`src/rtl/trx_pkg.sv`:
```
// Package with register map, opcodes, widths and state types of the table read and xor unit
`default_nettype none
package trx_pkg;
	localparam int DATA_W = 8;
	localparam int WORD_W = 16;
	localparam int PM_AW = 12;
	localparam int PAGE_W = 4;
	localparam int PTR_W = 8;
	localparam int AXI_AW = 8;
	localparam int AXI_DW = 32;
	localparam int FLAG_W = 6;

	// Final program page of a 3K-word store
	localparam logic [PAGE_W-1:0] LAST_PAGE = 4'hb;

	// Register byte offsets
	localparam logic [AXI_AW-1:0] REG_CMD = 8'h00;
	localparam logic [AXI_AW-1:0] REG_ACC = 8'h04;
	localparam logic [AXI_AW-1:0] REG_TABLE_LOW_POINTER = 8'h08;
	localparam logic [AXI_AW-1:0] REG_TABLE_HIGH_POINTER = 8'h0c;
	localparam logic [AXI_AW-1:0] REG_PAGE = 8'h10;
	localparam logic [AXI_AW-1:0] REG_FLAGS = 8'h14;
	localparam logic [AXI_AW-1:0] REG_TABLE_HIGH_LATCH = 8'h18;
	localparam logic [AXI_AW-1:0] REG_STATUS = 8'h1c;

	// Field positions
	localparam int CMD_OP_LSB = 0;
	localparam int CMD_MADDR_LSB = 8;
	localparam int CMD_IMM_LSB = 16;
	localparam int TABLE_HIGH_POINTER_EN_BIT = 8;
	localparam int STAT_BUSY_BIT = 0;
	localparam int STAT_REJ_BIT = 1;
	localparam int FLAG_Z = 2;

	localparam logic [1:0] RESP_OKAY = 2'h0;
	localparam logic [1:0] RESP_SLVERR = 2'h2;

	typedef enum logic [2:0] {
		OP_TAB_PAGED,
		OP_TAB_LAST,
		OP_XOR_ACC,
		OP_XOR_MEM,
		OP_XOR_IMM
	} trx_op_type;

	typedef enum logic [2:0] {
		ST_IDLE,
		ST_REQ,
		ST_CAP,
		ST_WB,
		ST_FIN
	} trx_state_type;

	typedef struct packed {
		trx_state_type state;
		logic [2:0] op;
		logic [PTR_W-1:0] maddr;
		logic [DATA_W-1:0] imm;
		logic [DATA_W-1:0] acc;
		logic [PTR_W-1:0] table_low_pointer;
		logic [PAGE_W-1:0] table_high_pointer;
		logic table_high_pointer_en;
		logic [PAGE_W-1:0] page;
		logic [FLAG_W-1:0] flags;
		logic [DATA_W-1:0] table_high_latch;
		logic [WORD_W-1:0] word;
		logic reject;
		logic pm_rd;
		logic [PM_AW-1:0] pm_addr;
		logic dm_rd;
		logic dm_wr;
		logic [PTR_W-1:0] dm_addr;
		logic [DATA_W-1:0] dm_wdata;
		logic awready;
		logic wready;
		logic bvalid;
		logic [1:0] bresp;
		logic arready;
		logic rvalid;
		logic [1:0] rresp;
		logic [AXI_DW-1:0] rdata;
	} trx_top_state_type;

	typedef struct packed {
		logic [DATA_W-1:0] res;
		logic zero;
	} trx_xor_state_type;

	localparam trx_top_state_type TOP_RST = '0;
	localparam trx_xor_state_type XOR_RST = '0;
endpackage
`default_nettype wire

```
`src/rtl/trx_top.sv`:
```
// Table read and exclusive-or execution unit with AXI4-Lite register slave
//
// The implementer's own choices: the address map and register access over AXI4-Lite.
`default_nettype none
module trx_top
(
	// Clock and reset
	input wire logic i_clk,
	input wire logic i_rst_b,
	// AXI4-Lite write channels
	input wire logic i_awvalid,
	output logic o_awready,
	input wire logic [trx_pkg::AXI_AW-1:0] i_awaddr,
	input wire logic i_wvalid,
	output logic o_wready,
	input wire logic [trx_pkg::AXI_DW-1:0] i_wdata,
	input wire logic [3:0] i_wstrb,
	output logic o_bvalid,
	input wire logic i_bready,
	output logic [1:0] o_bresp,
	// AXI4-Lite read channels
	input wire logic i_arvalid,
	output logic o_arready,
	input wire logic [trx_pkg::AXI_AW-1:0] i_araddr,
	output logic o_rvalid,
	input wire logic i_rready,
	output logic [trx_pkg::AXI_DW-1:0] o_rdata,
	output logic [1:0] o_rresp,
	// Program memory read port
	output logic o_pm_rd,
	output logic [trx_pkg::PM_AW-1:0] o_pm_addr,
	input wire logic [trx_pkg::WORD_W-1:0] i_pm_data,
	// Data memory port
	output logic o_dm_rd,
	output logic o_dm_wr,
	output logic [trx_pkg::PTR_W-1:0] o_dm_addr,
	output logic [trx_pkg::DATA_W-1:0] o_dm_wdata,
	input wire logic [trx_pkg::DATA_W-1:0] i_dm_rdata,
	// Status
	output logic o_busy
);
	trx_pkg::trx_top_state_type s_r;
	trx_pkg::trx_top_state_type s_nxt;
	logic xor_en;
	logic [trx_pkg::DATA_W-1:0] xor_b;
	logic [trx_pkg::DATA_W-1:0] xor_res;
	logic xor_zero;
	logic busy_r;

	function automatic logic [31:0] merge(input logic [31:0] old_v, input logic [31:0] new_v,
		input logic [3:0] strb);
		logic [31:0] r;
		r = old_v;
		for (int i = 0; i < 4; i++)
		begin
			if (strb[i])
				r[i*8 +: 8] = new_v[i*8 +: 8];
		end
		return r;
	endfunction

	trx_xor_unit u_xor
	(
		.i_clk(i_clk),
		.i_rst_b(i_rst_b),
		.i_en(xor_en),
		.i_a(s_r.acc),
		.i_b(xor_b),
		.o_res(xor_res),
		.o_zero(xor_zero)
	);

	////////////////////////////////////////////////////////////////////////////////
	always_comb
	begin
		logic [31:0] cur;
		logic [31:0] wv;
		logic [trx_pkg::AXI_AW-1:0] wa;
		logic [trx_pkg::AXI_AW-1:0] ra;
		logic busy;
		logic start;
		cur = '0;
		wv = '0;
		wa = {i_awaddr[trx_pkg::AXI_AW-1:2], 2'h0};
		ra = {i_araddr[trx_pkg::AXI_AW-1:2], 2'h0};
		busy = (s_r.state != trx_pkg::ST_IDLE);
		start = 1'b0;
		s_nxt = s_r;
		s_nxt.awready = 1'b0;
		s_nxt.wready = 1'b0;
		s_nxt.arready = 1'b0;
		s_nxt.pm_rd = 1'b0;
		s_nxt.dm_rd = 1'b0;
		s_nxt.dm_wr = 1'b0;
		xor_en = 1'b0;
		xor_b = i_dm_rdata;

		// Both address and data are taken in one cycle, one write at a time
		if (!s_r.bvalid && !s_r.awready && i_awvalid && i_wvalid)
		begin
			s_nxt.awready = 1'b1;
			s_nxt.wready = 1'b1;
		end
		if (s_r.bvalid && i_bready)
			s_nxt.bvalid = 1'b0;
		if (s_r.awready && i_awvalid && i_wvalid)
		begin
			s_nxt.bvalid = 1'b1;
			s_nxt.bresp = trx_pkg::RESP_OKAY;
			// Writes during an instruction would tear its operands
			if (busy)
				s_nxt.bresp = trx_pkg::RESP_SLVERR;
			else
			begin
				case (wa)
				trx_pkg::REG_CMD:
				begin
					cur = 32'(s_r.op) | (32'(s_r.maddr) << trx_pkg::CMD_MADDR_LSB)
						| (32'(s_r.imm) << trx_pkg::CMD_IMM_LSB);
					wv = merge(cur, i_wdata, i_wstrb);
					s_nxt.op = wv[trx_pkg::CMD_OP_LSB +: 3];
					s_nxt.maddr = wv[trx_pkg::CMD_MADDR_LSB +: trx_pkg::PTR_W];
					s_nxt.imm = wv[trx_pkg::CMD_IMM_LSB +: trx_pkg::DATA_W];
					s_nxt.reject = (s_nxt.op > 3'(trx_pkg::OP_XOR_IMM));
					if (s_nxt.reject)
						s_nxt.bresp = trx_pkg::RESP_SLVERR;
					else
						start = 1'b1;
				end
				trx_pkg::REG_ACC:
				begin
					wv = merge(32'(s_r.acc), i_wdata, i_wstrb);
					s_nxt.acc = wv[trx_pkg::DATA_W-1:0];
				end
				trx_pkg::REG_TABLE_LOW_POINTER:
				begin
					wv = merge(32'(s_r.table_low_pointer), i_wdata, i_wstrb);
					s_nxt.table_low_pointer = wv[trx_pkg::PTR_W-1:0];
				end
				trx_pkg::REG_TABLE_HIGH_POINTER:
				begin
					cur = 32'(s_r.table_high_pointer) | (32'(s_r.table_high_pointer_en) << trx_pkg::TABLE_HIGH_POINTER_EN_BIT);
					wv = merge(cur, i_wdata, i_wstrb);
					s_nxt.table_high_pointer = wv[trx_pkg::PAGE_W-1:0];
					s_nxt.table_high_pointer_en = wv[trx_pkg::TABLE_HIGH_POINTER_EN_BIT];
				end
				trx_pkg::REG_PAGE:
				begin
					wv = merge(32'(s_r.page), i_wdata, i_wstrb);
					s_nxt.page = wv[trx_pkg::PAGE_W-1:0];
				end
				trx_pkg::REG_FLAGS:
				begin
					wv = merge(32'(s_r.flags), i_wdata, i_wstrb);
					s_nxt.flags = wv[trx_pkg::FLAG_W-1:0];
				end
				default:
					s_nxt.bresp = trx_pkg::RESP_SLVERR;
				endcase
			end
		end

		// Read channel
		if (!s_r.rvalid && !s_r.arready && i_arvalid)
			s_nxt.arready = 1'b1;
		if (s_r.rvalid && i_rready)
			s_nxt.rvalid = 1'b0;
		if (s_r.arready && i_arvalid)
		begin
			s_nxt.rvalid = 1'b1;
			s_nxt.rresp = trx_pkg::RESP_OKAY;
			case (ra)
			trx_pkg::REG_CMD:
				s_nxt.rdata = 32'(s_r.op) | (32'(s_r.maddr) << trx_pkg::CMD_MADDR_LSB)
					| (32'(s_r.imm) << trx_pkg::CMD_IMM_LSB);
			trx_pkg::REG_ACC:
				s_nxt.rdata = 32'(s_r.acc);
			trx_pkg::REG_TABLE_LOW_POINTER:
				s_nxt.rdata = 32'(s_r.table_low_pointer);
			trx_pkg::REG_TABLE_HIGH_POINTER:
				s_nxt.rdata = 32'(s_r.table_high_pointer) | (32'(s_r.table_high_pointer_en) << trx_pkg::TABLE_HIGH_POINTER_EN_BIT);
			trx_pkg::REG_PAGE:
				s_nxt.rdata = 32'(s_r.page);
			trx_pkg::REG_FLAGS:
				s_nxt.rdata = 32'(s_r.flags);
			trx_pkg::REG_TABLE_HIGH_LATCH:
				s_nxt.rdata = 32'(s_r.table_high_latch);
			trx_pkg::REG_STATUS:
				s_nxt.rdata = (32'(busy) << trx_pkg::STAT_BUSY_BIT)
					| (32'(s_r.reject) << trx_pkg::STAT_REJ_BIT);
			default:
			begin
				s_nxt.rdata = '0;
				s_nxt.rresp = trx_pkg::RESP_SLVERR;
			end
			endcase
		end

		////////////////////////////////////////////////////////////////////////////
		// Instruction sequence: REQ strobe, CAP data and xor, WB write back, FIN results shown
		case (s_r.state)
		trx_pkg::ST_IDLE:
		begin
			if (start)
			begin
				s_nxt.state = trx_pkg::ST_REQ;
				case (s_nxt.op)
				3'(trx_pkg::OP_TAB_PAGED):
				begin
					s_nxt.pm_rd = 1'b1;
					s_nxt.pm_addr = {(s_r.table_high_pointer_en ? s_r.table_high_pointer : s_r.page), s_r.table_low_pointer};
				end
				3'(trx_pkg::OP_TAB_LAST):
				begin
					s_nxt.pm_rd = 1'b1;
					s_nxt.pm_addr = {trx_pkg::LAST_PAGE, s_r.table_low_pointer};
				end
				3'(trx_pkg::OP_XOR_ACC), 3'(trx_pkg::OP_XOR_MEM):
				begin
					s_nxt.dm_rd = 1'b1;
					s_nxt.dm_addr = s_nxt.maddr;
				end
				default:
					s_nxt.dm_rd = 1'b0;
				endcase
			end
		end
		trx_pkg::ST_REQ:
			s_nxt.state = trx_pkg::ST_CAP;
		trx_pkg::ST_CAP:
		begin
			s_nxt.word = i_pm_data;
			xor_en = 1'b1;
			if (s_r.op == 3'(trx_pkg::OP_XOR_IMM))
				xor_b = s_r.imm;
			s_nxt.state = trx_pkg::ST_WB;
		end
		trx_pkg::ST_WB:
		begin
			s_nxt.state = trx_pkg::ST_FIN;
			s_nxt.dm_addr = s_r.maddr;
			// Flags other than zero are never touched here
			case (s_r.op)
			3'(trx_pkg::OP_TAB_PAGED), 3'(trx_pkg::OP_TAB_LAST):
			begin
				s_nxt.dm_wr = 1'b1;
				s_nxt.dm_wdata = s_r.word[trx_pkg::DATA_W-1:0];
				s_nxt.table_high_latch = s_r.word[trx_pkg::WORD_W-1:trx_pkg::DATA_W];
			end
			3'(trx_pkg::OP_XOR_ACC):
			begin
				s_nxt.acc = xor_res;
				s_nxt.flags[trx_pkg::FLAG_Z] = xor_zero;
			end
			3'(trx_pkg::OP_XOR_MEM):
			begin
				s_nxt.dm_wr = 1'b1;
				s_nxt.dm_wdata = xor_res;
				s_nxt.flags[trx_pkg::FLAG_Z] = xor_zero;
			end
			default:
			begin
				s_nxt.acc = xor_res;
				s_nxt.flags[trx_pkg::FLAG_Z] = xor_zero;
			end
			endcase
		end
		trx_pkg::ST_FIN:
			s_nxt.state = trx_pkg::ST_IDLE;
		default:
			s_nxt.state = trx_pkg::ST_IDLE;
		endcase
	end

	always_ff @(posedge i_clk or negedge i_rst_b)
	begin
		if (!i_rst_b)
		begin
			s_r <= trx_pkg::TOP_RST;
			busy_r <= 1'b0;
		end
		else
		begin
			s_r <= s_nxt;
			busy_r <= (s_nxt.state != trx_pkg::ST_IDLE);
		end
	end

	assign o_awready = s_r.awready;
	assign o_wready = s_r.wready;
	assign o_bvalid = s_r.bvalid;
	assign o_bresp = s_r.bresp;
	assign o_arready = s_r.arready;
	assign o_rvalid = s_r.rvalid;
	assign o_rdata = s_r.rdata;
	assign o_rresp = s_r.rresp;
	assign o_pm_rd = s_r.pm_rd;
	assign o_pm_addr = s_r.pm_addr;
	assign o_dm_rd = s_r.dm_rd;
	assign o_dm_wr = s_r.dm_wr;
	assign o_dm_addr = s_r.dm_addr;
	assign o_dm_wdata = s_r.dm_wdata;
	assign o_busy = busy_r;
endmodule
`default_nettype wire

```
`src/rtl/trx_xor_unit.sv`:
```
// Registered exclusive-or of two bytes with zero detect
`default_nettype none
module trx_xor_unit
(
	// Clock and reset
	input wire logic i_clk,
	input wire logic i_rst_b,
	// Operands
	input wire logic i_en,
	input wire logic [trx_pkg::DATA_W-1:0] i_a,
	input wire logic [trx_pkg::DATA_W-1:0] i_b,
	// Result
	output logic [trx_pkg::DATA_W-1:0] o_res,
	output logic o_zero
);
	trx_pkg::trx_xor_state_type s_r;
	trx_pkg::trx_xor_state_type s_nxt;

	always_comb
	begin
		s_nxt = s_r;
		if (i_en)
		begin
			s_nxt.res = i_a ^ i_b;
			s_nxt.zero = ((i_a ^ i_b) == '0);
		end
	end

	always_ff @(posedge i_clk or negedge i_rst_b)
	begin
		if (!i_rst_b)
			s_r <= trx_pkg::XOR_RST;
		else
			s_r <= s_nxt;
	end

	assign o_res = s_r.res;
	assign o_zero = s_r.zero;
endmodule
`default_nettype wire

```
`config.mk`:
```
export PLATFORM = sky130hd
export DESIGN_NAME = trx_top
export DESIGN_NICKNAME = d
export VERILOG_FILES = /design/src/rtl/trx_pkg.sv /design/src/rtl/trx_top.sv /design/src/rtl/trx_xor_unit.sv
export SDC_FILE = /design/constraint.sdc
export NUM_CORES = 1
export LEC_CHECK = 0
export ABC_AREA = 0
export ABC_CLOCK_PERIOD_IN_PS = 4500
export BUFFER_PORTS_ARGS = -buffer_cell sky130_fd_sc_hd__buf_2
export CAP_MARGIN = 20
export CORE_ASPECT_RATIO = 1.75
export CORE_MARGIN = 1
export CORE_UTILIZATION = 30
export CTS_BUF_LIST = sky130_fd_sc_hd__clkbuf_2
export DETAILED_ROUTE_END_ITERATION = 10
export PLACE_DENSITY = 0.55
export SETUP_SLACK_MARGIN = 0.4
export SYNTH_ARGS = -nofsm -noshare
export SYNTH_HDL_FRONTEND = slang
export SYNTH_SLANG_ARGS = --single-unit
```
`constraint.sdc`:
```
create_clock -name i_clk -period 4.5 [get_ports i_clk]
set_input_delay 0.225 -clock i_clk [delete_from_list [all_inputs] [get_ports i_clk]]
set_output_delay 0.225 -clock i_clk [all_outputs]
set_load 0.005 [all_outputs]
```
==> After elaboration in Yosys (flattened, before gate mapping) <==
Cells that the tools add are included.
{ "totals": {"regBits": 160, "word_cells": 157} }
{ "classes": {"n_lt_le_gt_ge": 1, "eq_ne": 23, "mux": 55, "n_bitwise": 6, "n_reduce_logical": 41} }
{ "ops": {"columns": ["op", "n"], "rows": [
  ["$pmux W24 S8", 1],
  ["$mux W50", 2],
  ["$mux W8", 12],
  ["$eq A6 B3 Y1 const B", 6],
  ["$mux W35", 1],
  ["$pmux W8 S2", 2],
  ["$mux W14", 2],
  ["$pmux W13 S2", 1],
  ["$eq A6 B2 Y1 const B", 4],
  ["$or A16 B24 Y24", 1],
  ["$mux W19", 1],
  ["$mux W3", 6],
  ["$mux W4", 4],
  ["$or A3 B16 Y16", 1],
  ["$eq A3 B2 Y1 const B", 5],
  ["$mux W1", 14],
  ["$eq A6 B1 Y1 const B", 2],
  ["$logic_not A6 Y1", 2],
  ["$mux W6", 2],
  ["$pmux W3 S4", 1],
  ["$reduce_and A3 Y1", 4],
  ["$reduce_and A4 Y1", 3],
  ["$logic_and A1 B1 Y1", 10],
  ["$reduce_bool A2 Y1", 5],
  ["21 further kinds", 34]
]} }

==> Longest topological paths before layout <==
Gate-level depths: netlist of the first run.
{ "logic_depth": {"ltp_word": 14, "ltp_mapped": 9, "ltp_nobuf": 6} }

==> Cells and area by module <==
A second synthesis of the first run with hierarchy kept.
{ "hier_totals": {"cells_unflattened": 607, "area_unflattened_um2": 7199.4} }
{ "modules_own_cells": {"columns": ["mod", "instances", "cells_per_inst", "area_per_inst_um2"], "rows": [
  ["trx_top", 1, 567, 6789.0],
  ["trx_xor_unit", 1, 40, 410.4]
]} }

==> Worst setup path after synthesis of the first run <==
OpenSTA, ideal clock, no wires.
{ "synth_timing": {"path_type": "register -> register", "from": "reg s_r[147] in the netlist's numbering", "to": "reg s_r[112] in the netlist's numbering", "setup_time_ns": 0.125, "t_arrival_ns": 1.790, "required_ns": 4.375, "slack_ns": 2.585, "stages_incl_launch_ff": 7, "synth_period_minus_slack_ns": 1.915, "path_cell_list": "dfrtp_1 > buf_6 > or3_1 > nor2_2 > nand2_2 > nor3_4 > mux2_2"} }
{ "synth_via": {"elab_chain_len": 3} }
{ "synth_lines": {"columns": ["element", "line", "text"], "rows": [
  ["from (decl)", "trx_top.sv:42", "trx_pkg::trx_top_state_type s_r;"],
  ["from (signal assigned)", "trx_top.sv:279", "s_r <= trx_pkg::TOP_RST;"],
  ["from (signal assigned)", "trx_top.sv:284", "s_r <= s_nxt;"],
  ["$reduce_bool A3 Y1", "trx_top.sv:86", "busy = (s_r.state != trx_pkg::ST_IDLE);"],
  ["$not A1 Y1 (no source line)", null, null],
  ["$reduce_and A4 Y1 (no source line)", null, null]
]} }
No other way between the ends.
A chain may end at the register's enable or synchronous reset.

==> Final worst setup path of the first run <==
{ "layout_timing": {"from": "reg s_r[147] in the netlist's numbering", "to": "reg s_r[117] in the netlist's numbering"} }
The elaborated chain is that of the path after synthesis.

==> results of run 1 <==
-- metal layers --
layer	part of all wire, %	routed length, um	vias up	GRT usage (%)
met5	0.051	10	-	0
met4	5.0	987	2	10.26
met3	2.8	548	35	2.401
met1	36	7068	2617	16.41
met2	56	11170	117	31.70
li1	-	-	2443	-
-- kinds of logic after synthesis --
kind of cell / Yosys count / synth area share, %
compound gates: 96 / 9.161
xor+xnor: 1 / 0.1224
buf+inv: 103 / 9.283
flops: 149 / 52.10
mux: 103 / 16.05
other cells: 1 / 0.05240
simple gates: 186 / 13.23
-- synthesized netlist by cell type (all sizes together) (2+ instances only) --
library cell,n,area [um2]
nor4,3,33.78
or2,2,12.52
mux2i,33,330.3
a21boi,4,30.03
and3,7,43.79
mux2,70,818.3
nand3b,4,30.03
a22o,17,148.9
a2bb2oi,2,17.52
clkbuf,13,50.04
nor3,7,66.32
o22ai,8,50.05
and2,2,12.51
a31oi,4,25.02
a221oi,2,17.52
nand3,8,40.04
a32oi,2,17.52
o311ai,4,35.03
a21oi,10,50.05
and3b,2,17.52
nand2,92,350.3
dfrtp,149,3729
a22oi,6,45.04
or3,7,43.79
nand2b,4,25.02
nor2b,8,50.05
o22a,2,17.52
o21ai,27,135.1
nand4,5,31.28
nor3b,3,22.52
buf,80,576.8
inv,9,33.78
nor2,27,103.9
-- cell usage in the layout, fill, tap and decap left out, types with 5 or more instances in the layout --
cell type,instances
nand3_1,8
a22o_1,17
o22ai_1,8
mux2i_1,33
nor2_1,26
nand4_1,5
dlygate4sd3_1,65
mux2_2,61
or3_1,7
a21oi_1,10
o21ai_0,27
a22oi_1,6
buf_2,131
and3_1,7
inv_1,9
conb_1,10
dfrtp_1,149
nor2b_1,8
clkbuf_2,19
nand2_1,90
mux2_4,8
-- state kept, by name (all words and copies together) (netlist names), named ones only --
register and count:
o_dm_wr 1, o_arready 1, o_dm_wdata 8, s_r 65, u_xor.o_zero 1, o_rvalid 1
o_rdata 24, o_dm_addr 8, o_rresp 1, o_pm_rd 1, o_bvalid 1, o_awready 1
u_xor.o_res 8, o_pm_addr 12, o_bresp 1, o_dm_rd 1, o_busy 1
-- what timing repair did --
| action | CTS | global route |
|---|---|---|
| endpoints found under the hold margin | 170 | 0 |
| hold buffers | 65 | 0 |
| gates resized for setup | 0 | 0 |
-- critical path, delay by kind of cell (launching register included) --
family,cells,cell delay [ns]
multiplexers,1,0.39
flip-flops,1,0.52
buffers and inverters,1,0.56
AND/OR/NAND/NOR,4,1.20
-- area by class of cell --
type	count	area, um2
diodes	1	2.502
clock buffers	19	95.09
clock inverters	13	178.9
fillers	2417	14750
inverters	10	37.54
multi-input cells	396	2798
flip-flops and latches	149	3729
well taps	304	380.4
repair buffers	202	1359
-- power by group --
group | internal (mW) | switching (mW) | leakage [nW] | total (mW)
clock network | 0.368 | 0.493 | 0.160 | 0.861
logic | 0.326 | 0.411 | 2.24 | 0.737
registers | 1.56 | 0.163 | 1.94 | 1.72
-- how the worst max path moves through the flow --
stage / from / endpoint / slack, ns
global placement: s_r[145] / u_xor.o_zero / 1.91
finish: s_r[147] / s_r[117] / 1.74
detailed placement: s_r[145] / u_xor.o_zero / 1.84
floorplan: s_r[147] / s_r[112] / 2.58
CTS: s_r[147] / s_r[119] / 1.74
global route: s_r[147] / s_r[117] / 1.64
-- stage by stage --
stage	instance area (um2)	setup slack, ns
2_1_floorplan	7191	2.585
3_3_place_gp	7641	1.908
3_5_place_dp	7641	1.838
4_1_cts	8566	1.744
5_1_grt	8579	1.642
6_report	8579	1.737
==> impl_metrics.py, run 1 <==
metrics = {
    "worst_setup_path": {
        "crit_arrival_ns": 3.38,
        "worstPathRequired_ns": 5.12,
        "r2r-end": "s_r[117]",
        "worst_r2r_path_depth": 6,
        "crit_path_max_fanout": 8,
        "slowest_stage": "dlygate4sd3_1",
        "start_kind": "register",
        "rrSetupSlack_ns": 1.74,
        "cp_cell_sequence": "or3_1, nor2_2, nand2_2, nor3_4, mux2_2, dlygate4sd3_1",
        "endpoint_kind": "register",
        "cp_slowest_stage_delay_ns": 0.56,
        "path_class": "reg2reg",
        "reg2reg_from": "s_r[147]",
    },
    "sta": {
        "worstMarginPinSlew_ns": 1.068,
        "whs_ns": 0.05670,
        "maxSlewViolCount": 0,
        "min_period_over_period_pct": 61.39,
        "hold_viol": 0,
        "fmax_ghz": 0.3620,
        "fin_crit_ns": 2.763,
        "tns_ns": 0,
        "fin_worst_skew_ns": 0.02843,
        "setup_viol": 0,
        "slew_headroom_pct": 28.16,
        "rsz0062_at_grt": "no",
    },
    "drt": {
        "vias": 5214,
        "post_drt_wl_per_cell_um": 18.09,
        "viasPerCell": 4.766,
        "drt_iter0_markers": 161,
        "drtAntennaViolNets": 0,
        "drc_errors": 0,
        "first_pass_iters": 6,
        "drt_wl_total_um": 19790,
    },
    "clock_network": {
        "ctsLongestPathBuffers": 2,
        "numCtsBuffers": 17,
        "cts_max_level": 4,
        "cts.repair_timing.setup_buffer_count": 0,
        "root_buffer": "clkbuf_2",
        "cts_tree": "yes",
        "clkTransAtPathRegs_ns": 0.22,
        "clock-sinks": 149,
        "clock_latency_ns": 0.72,
    },
    "pwr": {
        "vdd_drop_max_mv": 0.1560,
        "finalPower_mw": 3.321,
        "leakage_nw": 4.340,
        "power_density_mw_per_mm2": 387.1,
    },
    "floorplanning": {
        "die_area_mm2": 0.02450,
        "core-area_mm2": 0.02333,
        "die_y_um": 206.3,
        "initial_core_util_pct": 30.67,
        "die_w_um": 118.8,
        "rows": 74,
        "io_pins": 156,
    },
    "synthesis": {
        "syn_avg_cell_area_um2": 11.20,
        "synthFlopType": "dfrtp_1",
        "postSynth.asyncResetShare_pct": 100.0,
        "yosysWarnings": 0,
        "syn-instance-count": 639,
        "netlist_area_mm2": 0.007157,
        "ys_seq_area_share_pct": 52.10,
        "synth_edf_count": 0,
        "synth_cell_types": 62,
        "synth-seq-cells": 149,
    },
    "grt": {
        "antenna_found_initial": 2,
        "grt_pass1_wl_um": 29810,
        "grt_max_degree": 77,
        "track_usage_pct": 16.47,
        "overflow": 0,
        "grt_pass1_vias": 5197,
    },
    "placed_design": {
        "hpwl_um": 14630,
        "place.detailed.instances": 995,
        "globalplace.congestion": 0.8168,
        "port_buffers": 132,
    },
    "layout": {
        "final_nets": 859,
        "drive_gt1_share_pct": 31.31,
        "fin_util_pct": 36.77,
        "fin_cells": 1094,
        "area_delta_synth_final_pct": 19.88,
    },
    "run_status": {
        "status": "finished clean",
    },
    "job": {
        "max_cap_violations": 0,
    },
    "hold_path": {
        "hp-class": "in2async",
    },
}
Power figures use the tool's default switching activity.
==> run 2, diff against run 1 <==
--- a/config.mk
+++ b/config.mk
@@ -6,7 +6,7 @@
 export NUM_CORES = 1
 export LEC_CHECK = 0
 export ABC_AREA = 0
-export ABC_CLOCK_PERIOD_IN_PS = 4500
+export ABC_CLOCK_PERIOD_IN_PS = 2700
 export BUFFER_PORTS_ARGS = -buffer_cell sky130_fd_sc_hd__buf_2
 export CAP_MARGIN = 20
 export CORE_ASPECT_RATIO = 1.75
==> constraint.sdc (replaced) <==
create_clock -name i_clk -period 2.7 [get_ports i_clk]
set_input_delay 0.135 -clock i_clk [delete_from_list [all_inputs] [get_ports i_clk]]
set_output_delay 0.135 -clock i_clk [all_outputs]
set_load 0.005 [all_outputs]
==> impl_metrics.py, run 2 (synthesized netlist as in run 1, its figures left out) <==
metrics = {
    "sta": {
        "fin_worst_skew_ns": 0.03918,
        "setup_viol": 0,
        "maxSlewViolCount": 0,
        "rsz0062_at_grt": "no",
        "hold_viol": 0,
        "slew_headroom_pct": 54.67,
        "min_period_over_period_pct": 81.91,
        "fin_crit_ns": 2.212,
        "fmax_ghz": 0.4522,
        "tns_ns": 0,
        "worstMarginPinSlew_ns": 0.6774,
    },
    "drt": {
        "drtAntennaViolNets": 0,
        "vias": 5260,
        "first_pass_iters": 4,
        "drt_wl_total_um": 20100,
        "viasPerCell": 4.713,
        "drt_iter0_markers": 230,
        "drc_errors": 0,
        "post_drt_wl_per_cell_um": 18.01,
    },
    "grt": {
        "grt_pass1_vias": 5562,
        "overflow": 0,
        "grt_pass1_wl_um": 31020,
        "antenna_found_initial": 1,
        "grt_max_degree": 73,
        "track_usage_pct": 17.07,
    },
    "hold_path": {
        "hp-class": "in2reg",
    },
    "pwr": {
        "power_density_mw_per_mm2": 618.5,
        "leakage_nw": 4.423,
        "finalPower_mw": 5.432,
        "vdd_drop_max_mv": 0.2560,
    },
    "floorplanning": {
        "die_w_um": 118.8,
        "io_pins": 156,
        "die_area_mm2": 0.02450,
        "core-area_mm2": 0.02333,
        "rows": 74,
        "die_y_um": 206.3,
        "initial_core_util_pct": 30.67,
    },
    "layout": {
        "largest_reg_flops": 65,
        "final_nets": 881,
        "final_cell_mix": "dfrtp_1, buf_2, nand2_1",
        "fill_cells": 2398,
        "area_delta_synth_final_pct": 22.71,
        "drive_gt1_share_pct": 32.31,
        "mostFrequentLayoutCell": "dfrtp_1",
        "largest_register": "s_r",
    },
    "worst_setup_path": {
        "cp_slowest_stage_delay_ns": 0.51,
        "r2r-end": "s_r[112]",
        "reg2reg_from": "s_r[147]",
        "worst_r2r_path_depth": 5,
        "rrSetupSlack_ns": 0.49,
        "endpoint_kind": "register",
        "critPathTopFamily": "simple AND/OR/NAND/NOR gates",
        "cp-startpoint": "s_r[147]",
        "cp_num_cells": 5,
        "setup.worst_path.end": "s_r[112]",
        "crit_path_max_fanout": 8,
        "path_class": "reg2reg",
        "slowest_stage": "dfrtp_1",
        "crit_arrival_ns": 2.82,
        "worst-path-buf-inv": 0,
        "cp_cell_sequence": "or3_1, nor2_2, nand2_2, nor3_4, mux2_2",
        "start_kind": "register",
        "worstPathRequired_ns": 3.31,
    },
    "job": {
        "max_cap_violations": 0,
    },
    "clock_network": {
        "root_buffer": "clkbuf_2",
        "cts_tree": "yes",
        "cts_max_level": 4,
        "clkTransAtPathRegs_ns": 0.22,
        "clock-sinks": 149,
        "numCtsBuffers": 17,
        "ctsLongestPathBuffers": 2,
        "clock_latency_ns": 0.73,
    },
    "placed_design": {
        "port_buffers": 132,
        "hpwl_um": 14970,
        "globalplace.congestion": 0.8046,
    },
    "run_status": {
        "status": "finished clean",
    },
}
run 2: cell types whose count changed in the layout (fill, tap and decap cells not counted), sizes merged:
| cell | before | now |
|---|---|---|
| clkbuf | 19 | 18 |
| buf | 137 | 150 |
| inv | 11 | 12 |
| dlygate4sd3 | 65 | 74 |
| clkinvlp | 2 | 4 |
| bufinv | 4 | 2 |
run 2: worst min-delay path by stage:
stage / start / endpoint / slack, ns / cells past startpoint
after global routing: i_araddr[7] / o_rdata[4] / 0.02 / 6
after CTS: i_araddr[2] / o_rdata[8] / 0.001 / 4
after detailed placement: i_rst_b / o_dm_addr[1] / 0.06 / 1
final: i_araddr[7] / o_rdata[3] / 0.07 / 6
after global placement: i_rst_b / o_dm_addr[1] / 0.06 / 1
after floorplan: i_rst_b / asynchronous set/reset pin / -0.16 / 0
run 2: metal layers:
layer	wire, um	vias to the layer above	global-route usage, %
li1	-	2495	-
met1	7185	2603	16.52
met5	0	-	0
met4	1068	0	10.58
met2	11380	123	33.21
met3	460	39	2.842
run 2: metrics by stage:
step           cells  instance area (um2)  setup WS [ns]  util [%]  hold slack [ns]
2_1_floorplan    648                 7191         0.7849         -          -0.1606
3_3_place_gp    1007                 7756         0.5371     33.24          0.06267
3_5_place_dp    1007                 7756         0.5179     33.24          0.06352
4_1_cts         1111                 8728         0.4818     37.41         0.001009
5_1_grt         1116                 8782         0.4009     37.64          0.02443
6_report        1116                 8782         0.4885     37.64          0.07467
run 2: worst register-to-register path, stage by stage, from the launching register on:
cell,delay [ns]
dfrtp_1,0.51
or3_1,0.48
nor2_2,0.20
nand2_2,0.11
nor3_4,0.42
mux2_2,0.39
run 2: layout make-up:
type	instances	area, um2	share of cell area [%]
Tap cell	304	380.4	4.331
Inverter	10	37.54	0.4274
Timing Repair Buffer	224	1593	18.14
Multi-Input combinational cell	396	2799	31.87
Clock inverter	14	151.4	1.724
Sequential cell	149	3729	42.46
Antenna cell	1	2.502	0.02849
Clock buffer	18	90.09	1.026
run 2: power by group:
group          switching (mW)  internal [mW]  total, mW  leakage, nW
clock                   0.854          0.435       1.29        0.135
combinational           0.690          0.582       1.27         2.34
sequential              0.269           2.60       2.87         1.94
total                    1.81           3.62       5.43         4.42
run 2: what timing repair did:
item	CTS	global route
setup endpoints to repair	0	16
hold buffers	72	3
hold endpoints to repair	253	2
resized for setup	0	1
buffers inserted	0	1
